`src/rtl/scl_cfg.svh`:
```
`ifndef SCL_CFG_SVH
`define SCL_CFG_SVH

// ----------------------------------------
// register offsets
// ----------------------------------------
`define SCL_OFS_CTRL 8'h00
`define SCL_OFS_IRQ_STATUS 8'h04
`define SCL_OFS_IRQ_CLEAR 8'h08
`define SCL_OFS_IRQ_ENABLE 8'h0c

// ----------------------------------------
// control register fields
// ----------------------------------------
`define SCL_BIT_DMA_TEST 12
`define SCL_BIT_ERR_LAST 11
`define SCL_BIT_MIS_EN 10
`define SCL_BIT_CACHE_EN 9
`define SCL_BIT_RESERVED 8
`define SCL_BIT_CACHE_INIT 7
`define SCL_BIT_DMA_SOFT 6
`define SCL_BIT_SYNC_HI 5
`define SCL_BIT_SYNC_LO 4
`define SCL_CTRL_RESET 32'h0000_0000

// ----------------------------------------
// interrupt status bits
// ----------------------------------------
`define SCL_IRQ_WIDTH 4
`define SCL_EV_MISALIGNMENT_ABORT_ENABLE 0
`define SCL_EV_CACHE_OFF 1
`define SCL_EV_ERROR 2
`define SCL_EV_LAST 3
`define SCL_IRQ_RESET 4'h0

// ----------------------------------------
// timing
// ----------------------------------------
`define SCL_CACHE_INIT_CYCLES 8'h40
`define SCL_INIT_STEP 8'h01
`define SCL_INIT_LAST 8'h01
`define SCL_CNT_WIDTH 8

`endif

```
`src/rtl/scl_pkg.sv`:
```
package scl_pkg;

    // acknowledge synchroniser codes
    typedef enum logic [1:0] {
        SCL_SYNC_ONE_A = 2'h0,
        SCL_SYNC_ONE_B = 2'h1,
        SCL_SYNC_TWO = 2'h2,
        SCL_SYNC_NONE = 2'h3
    } scl_sync_type;

    // transfer width
    typedef enum logic [1:0] {
        SCL_SIZE_BYTE = 2'h0,
        SCL_SIZE_HALF = 2'h1,
        SCL_SIZE_WORD = 2'h2,
        SCL_SIZE_RSVD = 2'h3
    } scl_size_type;

    typedef struct packed {
        logic dma_test_access;
        logic error_last_config;
        logic misalignment_abort_enable;
        logic cache_enable;
        logic dma_soft_reset;
        logic [1:0] ack_synchroniser_select;
    } scl_ctrl_type;

    typedef struct packed {
        scl_ctrl_type ctrl;
        logic [3:0] irq_status;
        logic [3:0] irq_enable;
        logic [7:0] init_cnt;
        logic cache_init_progress;
        logic [31:0] rdata;
        logic data_abort;
        logic burst_last;
        logic xfer_ack;
        logic irq;
        logic dma_reset;
        logic ctx_ram_access;
        logic cache_on;
    } scl_state_type;

    typedef struct packed {
        logic [1:0] stage1;
        logic [1:0] stage2;
    } scl_sync_state_type;

endpackage

```
`src/rtl/scl_ack_sync.sv`:
```
`timescale 1ns/1ps
`default_nettype none

module scl_ack_sync (
    // clock and reset
    input wire logic mclk,
    input wire logic rst_n,
    // depth select
    input wire logic [1:0] sync_sel,
    // raw pins
    input wire logic transfer_acknowledge_n,
    input wire logic transfer_error_acknowledge_n,
    // conditioned pins
    output logic ack_n,
    output logic err_n
);

    scl_pkg::scl_sync_state_type st_reg;
    scl_pkg::scl_sync_state_type st_next;

    always_comb
    begin
        st_next = st_reg;
        st_next.stage1 = {transfer_error_acknowledge_n, transfer_acknowledge_n};
        st_next.stage2 = st_reg.stage1;
    end

    always_ff @(posedge mclk or negedge rst_n)
    begin
        if (!rst_n)
        begin
            st_reg <= '1;
        end
        else
        begin
            st_reg <= st_next;
        end
    end

    // depth chosen by the select code
    always_comb
    begin
        case (scl_pkg::scl_sync_type'(sync_sel))
            scl_pkg::SCL_SYNC_TWO:
            begin
                {err_n, ack_n} = st_reg.stage2;
            end
            scl_pkg::SCL_SYNC_NONE:
            begin
                {err_n, ack_n} = {transfer_error_acknowledge_n, transfer_acknowledge_n};
            end
            default:
            begin
                {err_n, ack_n} = st_reg.stage1;
            end
        endcase
    end

endmodule // scl_ack_sync

`default_nettype wire

```
`src/rtl/scl_align_check.sv`:
```
`timescale 1ns/1ps
`default_nettype none

module scl_align_check (
    // transfer
    input wire logic [1:0] addr_low,
    input wire logic [1:0] size,
    // result
    output logic misaligned
);

    function automatic logic is_misaligned(input logic [1:0] a, input logic [1:0] s);
        logic r;
        r = 1'b0;
        case (scl_pkg::scl_size_type'(s))
            scl_pkg::SCL_SIZE_HALF:
            begin
                r = a[0];
            end
            scl_pkg::SCL_SIZE_WORD:
            begin
                r = |a;
            end
            default:
            begin
                r = 1'b0;
            end
        endcase
        return r;
    endfunction

    assign misaligned = is_misaligned(addr_low, size);

endmodule // scl_align_check

`default_nettype wire

```
`src/rtl/scl_top.sv`:
```
// Function
// - test access: hold whole dma subsystem in reset, open context ram to cpu
// - test access off: dma runs, cpu reaches only dma control registers
// - error/last zero: error acknowledge means data abort only
// - error/last one: error with acknowledge marks burst end, alone means abort
// - misalignment enable one: misaligned transfers abort; zero: never
// - misaligned: halfword at odd address, word not word aligned
// - cache works only while cache enable is one
// - cache use while cache disabled gives a data abort
// - cache init field reads one while cache initialisation runs
// - dma soft reset one holds only dma in reset; zero releases
// - sync select: 00/01 one stage, 10 two stages, 11 none
// - two stage setting adds one bus clock of latency
//
// The register addresses and the address-and-strobe port were decided locally.
`include "scl_cfg.svh"
`timescale 1ns/1ps
`default_nettype none

module scl_top (
    // clock and reset
    input wire logic mclk,
    input wire logic rst_n,

    // register port
    input wire logic [7:0] reg_addr,
    input wire logic [31:0] reg_wdata,
    input wire logic reg_wr,
    input wire logic reg_rd,
    output logic [31:0] reg_rdata,

    // bus acknowledge pins
    input wire logic transfer_acknowledge_n,
    input wire logic transfer_error_acknowledge_n,

    // transfer seen on the system bus
    input wire logic xfer_valid,
    input wire logic [31:0] xfer_addr,
    input wire logic [1:0] xfer_size,
    input wire logic xfer_cache,

    // transfer outcome
    output logic data_abort,
    output logic burst_last,
    output logic xfer_ack,

    // dma and cache control
    output logic dma_reset,
    output logic dma_ctx_ram_access,
    output logic cache_on,

    // interrupt
    output logic irq
);

    // ----------------------------------------
    // helpers
    // ----------------------------------------

    function automatic logic [31:0] ctrl_to_word(input scl_pkg::scl_ctrl_type c, input logic busy);
        logic [31:0] w;
        w = `SCL_CTRL_RESET;
        w[`SCL_BIT_DMA_TEST] = c.dma_test_access;
        w[`SCL_BIT_ERR_LAST] = c.error_last_config;
        w[`SCL_BIT_MIS_EN] = c.misalignment_abort_enable;
        w[`SCL_BIT_CACHE_EN] = c.cache_enable;
        w[`SCL_BIT_RESERVED] = 1'b0;
        w[`SCL_BIT_CACHE_INIT] = busy;
        w[`SCL_BIT_DMA_SOFT] = c.dma_soft_reset;
        w[`SCL_BIT_SYNC_HI:`SCL_BIT_SYNC_LO] = c.ack_synchroniser_select;
        return w;
    endfunction

    function automatic scl_pkg::scl_ctrl_type word_to_ctrl(input logic [31:0] w);
        scl_pkg::scl_ctrl_type c;
        c.dma_test_access = w[`SCL_BIT_DMA_TEST];
        c.error_last_config = w[`SCL_BIT_ERR_LAST];
        c.misalignment_abort_enable = w[`SCL_BIT_MIS_EN];
        c.cache_enable = w[`SCL_BIT_CACHE_EN];
        c.dma_soft_reset = w[`SCL_BIT_DMA_SOFT];
        c.ack_synchroniser_select = w[`SCL_BIT_SYNC_HI:`SCL_BIT_SYNC_LO];
        return c;
    endfunction

    function automatic logic reg_hit(input logic strobe, input logic [7:0] a, input logic [7:0] ofs);
        return strobe && (a == ofs);
    endfunction

    function automatic logic [31:0] irq_to_word(input logic [`SCL_IRQ_WIDTH-1:0] bits);
        logic [31:0] w;
        w = '0;
        w[`SCL_IRQ_WIDTH-1:0] = bits;
        return w;
    endfunction

    function automatic logic [`SCL_CNT_WIDTH-1:0] count_down(input logic [`SCL_CNT_WIDTH-1:0] cnt);
        return cnt - `SCL_INIT_STEP;
    endfunction

    function automatic logic init_ends(input logic [`SCL_CNT_WIDTH-1:0] cnt);
        return cnt == `SCL_INIT_LAST;
    endfunction

    // ----------------------------------------
    // state
    // ----------------------------------------

    scl_pkg::scl_state_type st_reg;
    scl_pkg::scl_state_type st_next;

    logic ack_n;
    logic err_n;
    logic misaligned;
    logic mis_abort;
    logic cache_abort;
    logic err_abort;
    logic ctrl_wr_hit;
    logic clr_wr_hit;
    logic en_wr_hit;
    logic [31:0] rd_word;
    logic [3:0] events;
    logic abort_now;
    logic last_now;
    logic ack_now;
    logic cache_rise;
    scl_pkg::scl_ctrl_type ctrl_new;

    // ----------------------------------------
    // acknowledge conditioning
    // ----------------------------------------

    scl_ack_sync u_sync (
        .mclk(mclk),
        .rst_n(rst_n),
        .sync_sel(st_reg.ctrl.ack_synchroniser_select),
        .transfer_acknowledge_n(transfer_acknowledge_n),
        .transfer_error_acknowledge_n(transfer_error_acknowledge_n),
        .ack_n(ack_n),
        .err_n(err_n)
    );

    // ----------------------------------------
    // alignment check
    // ----------------------------------------

    scl_align_check u_align (
        .addr_low(xfer_addr[1:0]),
        .size(xfer_size),
        .misaligned(misaligned)
    );

    // ----------------------------------------
    // register decode
    // ----------------------------------------

    always_comb
    begin
        ctrl_wr_hit = reg_hit(reg_wr, reg_addr, `SCL_OFS_CTRL);
        clr_wr_hit = reg_hit(reg_wr, reg_addr, `SCL_OFS_IRQ_CLEAR);
        en_wr_hit = reg_hit(reg_wr, reg_addr, `SCL_OFS_IRQ_ENABLE);
    end

    // ----------------------------------------
    // abort sources
    // ----------------------------------------

    always_comb
    begin
        // misaligned request
        mis_abort = xfer_valid && misaligned && st_reg.ctrl.misalignment_abort_enable;
        // cache touched while its enable is off
        cache_abort = xfer_valid && xfer_cache && !st_reg.cache_on;
    end

    // ----------------------------------------
    // acknowledge pair decode
    // ----------------------------------------

    // pin levels arrive through the selected synchroniser depth
    always_comb
    begin
        last_now = 1'b0;
        ack_now = 1'b0;
        err_abort = 1'b0;
        if (!err_n)
        begin
            if (st_reg.ctrl.error_last_config && !ack_n)
            begin
                last_now = 1'b1;
                ack_now = 1'b1;
            end
            else
            begin
                // error alone, or error under error-only use
                err_abort = 1'b1;
            end
        end
        else if (!ack_n)
        begin
            ack_now = 1'b1;
        end
    end

    // ----------------------------------------
    // event collection
    // ----------------------------------------

    always_comb
    begin
        events = `SCL_IRQ_RESET;
        events[`SCL_EV_MISALIGNMENT_ABORT_ENABLE] = mis_abort;
        events[`SCL_EV_CACHE_OFF] = cache_abort;
        events[`SCL_EV_ERROR] = err_abort;
        events[`SCL_EV_LAST] = last_now;
        abort_now = mis_abort || cache_abort || err_abort;
    end

    // ----------------------------------------
    // read mux
    // ----------------------------------------

    // unmapped and write-only offsets read zero
    always_comb
    begin
        rd_word = '0;
        case (reg_addr)
            `SCL_OFS_CTRL:
            begin
                rd_word = ctrl_to_word(st_reg.ctrl, st_reg.cache_init_progress);
            end
            `SCL_OFS_IRQ_STATUS:
            begin
                rd_word = irq_to_word(st_reg.irq_status);
            end
            `SCL_OFS_IRQ_ENABLE:
            begin
                rd_word = irq_to_word(st_reg.irq_enable);
            end
            default:
            begin
                rd_word = '0;
            end
        endcase
    end

    // ----------------------------------------
    // next state
    // ----------------------------------------

    always_comb
    begin
        st_next = st_reg;
        ctrl_new = word_to_ctrl(reg_wdata);
        cache_rise = 1'b0;

        // control register write, bit eight dropped
        if (ctrl_wr_hit)
        begin
            st_next.ctrl = ctrl_new;
            cache_rise = ctrl_new.cache_enable && !st_reg.ctrl.cache_enable;
        end

        // cache initialisation sequence
        if (!st_next.ctrl.cache_enable)
        begin
            st_next.cache_init_progress = 1'b0;
            st_next.init_cnt = '0;
        end
        else if (cache_rise)
        begin
            st_next.cache_init_progress = 1'b1;
            st_next.init_cnt = `SCL_CACHE_INIT_CYCLES;
        end
        else if (st_reg.cache_init_progress)
        begin
            st_next.init_cnt = count_down(st_reg.init_cnt);
            if (init_ends(st_reg.init_cnt))
            begin
                st_next.cache_init_progress = 1'b0;
            end
        end
        st_next.cache_on = st_next.ctrl.cache_enable;

        // dma control
        st_next.dma_reset = st_next.ctrl.dma_test_access || st_next.ctrl.dma_soft_reset;
        st_next.ctx_ram_access = st_next.ctrl.dma_test_access;

        // transfer outcome pulses
        st_next.data_abort = abort_now;
        st_next.burst_last = last_now;
        st_next.xfer_ack = ack_now;

        // interrupt registers, set wins over clear
        if (en_wr_hit)
        begin
            st_next.irq_enable = reg_wdata[`SCL_IRQ_WIDTH-1:0];
        end
        if (clr_wr_hit)
        begin
            st_next.irq_status = st_reg.irq_status & ~reg_wdata[`SCL_IRQ_WIDTH-1:0];
        end
        st_next.irq_status = st_next.irq_status | events;
        st_next.irq = |(st_next.irq_status & st_next.irq_enable);

        // read data for the following cycle only
        st_next.rdata = '0;
        if (reg_rd)
        begin
            st_next.rdata = rd_word;
        end
    end

    // ----------------------------------------
    // registers
    // ----------------------------------------

    always_ff @(posedge mclk or negedge rst_n)
    begin
        if (!rst_n)
        begin
            st_reg <= '0;
        end
        else
        begin
            st_reg <= st_next;
        end
    end

    // ----------------------------------------
    // outputs
    // ----------------------------------------

    assign reg_rdata = st_reg.rdata;
    assign data_abort = st_reg.data_abort;
    assign burst_last = st_reg.burst_last;
    assign xfer_ack = st_reg.xfer_ack;
    assign dma_reset = st_reg.dma_reset;
    assign dma_ctx_ram_access = st_reg.ctx_ram_access;
    assign cache_on = st_reg.cache_on;
    assign irq = st_reg.irq;

endmodule // scl_top

`default_nettype wire

```
`config.mk`:
```
export PLATFORM = sky130hd
export DESIGN_NAME = scl_top
export DESIGN_NICKNAME = d
export VERILOG_FILES = /design/src/rtl/scl_pkg.sv /design/src/rtl/scl_ack_sync.sv /design/src/rtl/scl_align_check.sv /design/src/rtl/scl_top.sv
export VERILOG_INCLUDE_DIRS = /design/src /design/src/rtl
export SDC_FILE = /design/constraint.sdc
export NUM_CORES = 1
export LEC_CHECK = 0
export ABC_AREA = 1
export BUFFER_PORTS_ARGS = -buffer_cell sky130_fd_sc_hd__buf_2
export CORE_ASPECT_RATIO = 1.4
export CORE_UTILIZATION = 45
export DETAILED_ROUTE_END_ITERATION = 8
export PLACE_DENSITY = 0.8
export SLEW_MARGIN = 40
export SYNTH_ARGS = -nofsm -noshare
export SYNTH_HDL_FRONTEND = slang
export SYNTH_SLANG_ARGS = --single-unit
```
`constraint.sdc`:
```
create_clock -name mclk -period 1.72 [get_ports mclk]
set_input_delay 0.172 -clock mclk [delete_from_list [all_inputs] [get_ports mclk]]
set_output_delay 0.172 -clock mclk [all_outputs]
set_load 0.005 [all_outputs]
```
; Word-level counts from Yosys, hierarchy flattened
; Cells that the tools add are included.
[totals]
output_inout_bits = 39
inputBits = 82
ff_bits = 65
word_cells = 68
[op_classes]
mux = 19
eq_ne = 9
n_addsub = 1
bitwise = 4
n_reduce_logical = 17
[ops]
columns = operator, n
row1 = 13-bit case mux with 3 select lines, 1
row2 = 9-bit 2-to-1 mux, 3
row3 = 8-bit by 4-bit == test with 1-bit output (second input constant), 2
row4 = 13-bit 2-to-1 mux, 1
row5 = 1-bit logical AND, 9
row6 = 4-bit bitwise AND, 2
row7 = 8-bit by 1-bit == test with 1-bit output (second input constant), 1
row8 = 8-bit by 3-bit == test with 1-bit output (second input constant), 1
row9 = 8-bit zero test, 1
row10 = 1-bit 2-to-1 mux, 8
row11 = 4-bit 2-to-1 mux, 2
row12 = 8-bit by 1-bit subtractor with 8-bit output (second input constant), 1
row13 = 7-bit 2-to-1 mux, 1
row14 = 2-bit == test (second input constant), 3
row15 = 1-bit case mux with 2 select lines, 3
row16 = 4-bit NOT, 1
row17 = 4-bit OR, 1
row18 = 4-bit OR reduction, 1
row19 = 1-bit logical OR, 3
row20 = 3-bit by 2-bit != test with 1-bit output (second input constant), 1
row21 = 2-bit by 1-bit == test with 1-bit output (second input constant), 1
row22 = 1-bit zero test, 2
row23 = 2-bit OR reduction, 1

; Logic depth before layout (Yosys ltp)
[logic_depth]
ltp_word = 9
ltp_mapped = 11
depth_no_buf = 11

; Cells and area by module
; Synthesis repeated with hierarchy kept, for this count alone.
[unflattened]
cells_unflattened = 255
hier_area_um2 = 2248.4
[modules_own_cells]
columns = mod, cells_per_inst, instances, area_per_inst_um2
row1 = scl_top, 234, 1, 2049.5
row2 = scl_ack_sync, 14, 1, 150.1
row3 = scl_align_check, 7, 1, 48.8

; Worst setup path after synthesis
; OpenSTA, ideal clock, no wires.
[synth_path]
path_kind = flip-flop to flip-flop
startpoint = register st_reg[40] in the netlist's numbering
endpoint = register st_reg[44] in the netlist's numbering
stages_incl_launch_ff = 7
arrival_time_ps = 1064
synth_period_minus_slack_ps = 1186
path_slack_ps = 534
path_cell_list = dfrtp_1 > inv_1 > ha_1 > nand2_1 > nor3_1 > xnor2_1 > nor2_1
[synth_via]
elab_chain_len = 4
[synth_rtl]
columns = item, line
row1 = start: declaration, scl_top.sv:108  ; scl_pkg::scl_state_type st_reg;
row2 = start signal: assignment, scl_top.sv:325  ; st_reg <= st_next;
row3 = 8-bit by 1-bit subtractor with 8-bit output (no source line), -
row4 = 9-bit 2-to-1 mux, scl_top.sv:274  ; else if (st_reg.cache_init_progress)
row5 = 9-bit 2-to-1 mux, scl_top.sv:269  ; else if (cache_rise)
row6 = 9-bit 2-to-1 mux, scl_top.sv:264  ; if (!st_next.ctrl.cache_enable)
; Every way passes these cells. The select of a mux whose other input is x is not followed.
; A chain may end at the register's enable or synchronous reset.

==> results.cfg <==
[outcome]
status = complete, but fails checks
violations = design-rule violations

[clocking]
clk_latency_ns = 0.30
cts_resized = 0
clkSinkCount = 45
cts_made_buffers = 5
h-tree-depth = 2
clk_pin_slew_ns = 0.08
clk_path_buf_depth = 2
cts_tree = done
post_cts_buffers = 0
postCtsHoldBufs = 3
cts_root_buf = clkbuf_8

[floorplanning]
io_pins = 121
std_cell_rows = 30
core_mm2 = 0.00484
die_x_um = 61.7
initial_core_util_pct = 46.4
dieArea_mm2 = 0.00528
die_h_um = 85.6

[finish]
fillers = 445
fin_area_mm2 = 0.00255
diodes = 0
largest_reg_flops = 22
final_common_cell = nand2_1
syn_to_final_growth_pct = 13.5
layout_common_cells = nand2_1, buf_2, dfrtp_1, inv_1, nor2_1
nNetsFinal = 381
drive_gt1_share_pct = 26.4
stdcell_count = 360

[drt]
wl_met2_um = 2100
drt_pass1_iterations = 6
drt_iter0_drc = 56
met3WireLength_um = 261
drtAntennaViolNets = 0
viasPerCell = 4.69
top_layer_used = met4
vias = 1687
drc_errors = 1
met1Wirelength_um = 1640
routed_wl_um = 4100
wl_per_cell_um = 11.4

[sta]
final.setup_skew_ns = 0.00693
whs_ns = 0.103
clock.fmax_ghz = 0.712
setup-violations-final = 0
max_slew_margin_pct = 64.4
fin_crit_sh_pct = 81.7
final_max_slew_viol_count = 0
hold_violations = 0
finalCriticalPeriod_ns = 1.40
setup_tns_ns = 0
worstMarginPinSlew_ns = 0.534
rsz0062_at_grt = no

[placement]
placed_cells = 349
gp_congestion = 0.849
io_buffers = 49
dp_hpwl_um = 3080
placed_area_mm2 = 0.00240

[worst_setup_path]
cp_common_cell = nand2_1
crit_fanout = 3
crit_start = transfer_error_acknowledge_n
r2r_start = st_reg[57]
required_ns = 1.95
path_class = in2reg
crit_family = simple AND/OR/NAND/NOR gates
regToRegEndpoint = irq
crit_path_end_kind = flip-flop
start_kind = input pin
max_stage_delay_ns = 0.53
critPathArrivalTime_ns = 1.64
ff2ff_setup_slack_ns = 0.35
rr_worst_depth = 10
cp_slowest_cell = dlygate4sd3_1
cp.buffers_inverters = 3
cp_cell_sequence = dlygate4sd3_1 > buf_2 > nand3_1 > nand2_1 > nor2_1 > nand3_1 > nand2_1 > nand2_1 > nand2_1 > inv_1 > nand2_1

[yosys]
ys_warn_count = 0
synth_cell_types = 33
syn-cell-area_mm2 = 0.00225
avgSynthCellArea_um2 = 8.99
synth.top_cell.area_share_pct = 45.7
syn_inst = 250
ys_seq_elements = 45
synth_area_leaders = dfrtp_1, buf_4, nand2_1
synth_top_cell_by_area = dfrtp_1
synth_seq_area_share_pct = 50.3

[power]
p_leak_uw = 0.00136
peakVddDrop_mv = 0.513
power.total_uw = 2140
power-per-cell-area_mw_per_mm2 = 840

[worst_hold_path]
hp-start = reg_wdata[6]
min_path_type = in2reg
hold_end = st_reg[58]
hold_depth = 3

[grt]
grt_pass1_vias = 1513
grt_max_degree = 25
antenna_found_initial = 0
gr-usage-all-layers_pct = 17.1
grt_overflow = 0
grt_pass1_wl_um = 6600

[run]
maxCapViolCount = 0
==> area by class of cell <==
class | instances | area (um2) | share of cell area, %
Timing Repair Buffer | 53 | 295 | 11.6
Sequential cell | 45 | 1130 | 44.3
Multi-Input combinational cell | 165 | 831 | 32.6
Clock buffer | 6 | 82.6 | 3.24
Clock inverter | 2 | 37.5 | 1.47
Tap cell | 64 | 80.1 | 3.14
Inverter | 25 | 93.8 | 3.68
==> per-stage QoR <==
| stage | util [%] | setup slack (ns) |
|---|---|---|
| finish | 52.7 | 0.315 |
| global route | 52.7 | 0.206 |
| CTS | 52.7 | 0.328 |
| detailed placement | 49.6 | 0.309 |
| global placement | 49.6 | 0.335 |
| floorplan | - | 0.534 |
==> per-layer routing <==
metal / up-vias / GRT usage [%]
met5: - / 0
met4: 0 / 7.27
met3: 7 / 4.07
met2: 71 / 28.9
met1: 790 / 19.9
li1: 819 / -
==> cell families (layout without fill, tap and decap cells) <==
kind of cell / count (synthesis) / in the layout / share of synthesized area (%)
XOR/XNOR: 5 / 5 / 1.95
AO/OA/AOI/OAI: 17 / 17 / 4.12
other: 1 / 20 / 0.167
flip-flops: 45 / 45 / 50.3
AND/OR/NAND/NOR: 119 / 119 / 25.3
adder cells (fa/ha/maj): 4 / 4 / 2.23
buffers and inverters: 59 / 86 / 15.9
==> how the worst max path moves through the flow <==
stage	cells past startpoint	slack, ns	endpoint
final	11	0.32	irq
after global routing	10	0.21	irq
after CTS	11	0.33	irq
after detailed placement	7	0.31	dma_reset
after global placement	7	0.34	dma_reset
after floorplan	6	0.53	st_reg[44]
==> power by group <==
part           switching (uW)  internal [uW]
sequential               20.0           1090
combinational             125           79.2
clock                     353            472
==> worst register-to-register path, delay by kind of cell, from the launching register on <==
kind	cells	cell delay, ns
and+or+nand+nor	8	0.77
DFF	1	0.43
buffers and inverters	2	0.11
==> cells in the mapped netlist <==
library cell / instances
conb_1: 1
nand2_1: 53
o21ai_0: 2
xor2_1: 4
nand3b_1: 1
a21oi_1: 11
buf_6: 2
and3_1: 1
nand3_2: 1
nand2_2: 4
nor3_1: 2
buf_4: 32
nor3b_1: 1
nor2_1: 24
and2_1: 1
nor2_2: 2
nand4_2: 1
dfrtp_1: 41
nor2_8: 1
ha_1: 4
nand3_1: 21
o21ai_1: 1
or2_2: 1
nand2_4: 1
dfstp_2: 4
inv_1: 24
o21a_1: 1
a31oi_1: 1
inv_2: 1
nand4_1: 1
o21ai_2: 1
xnor2_1: 1
nor2_4: 3
No activity file was read; power rests on OpenSTA's default activity.
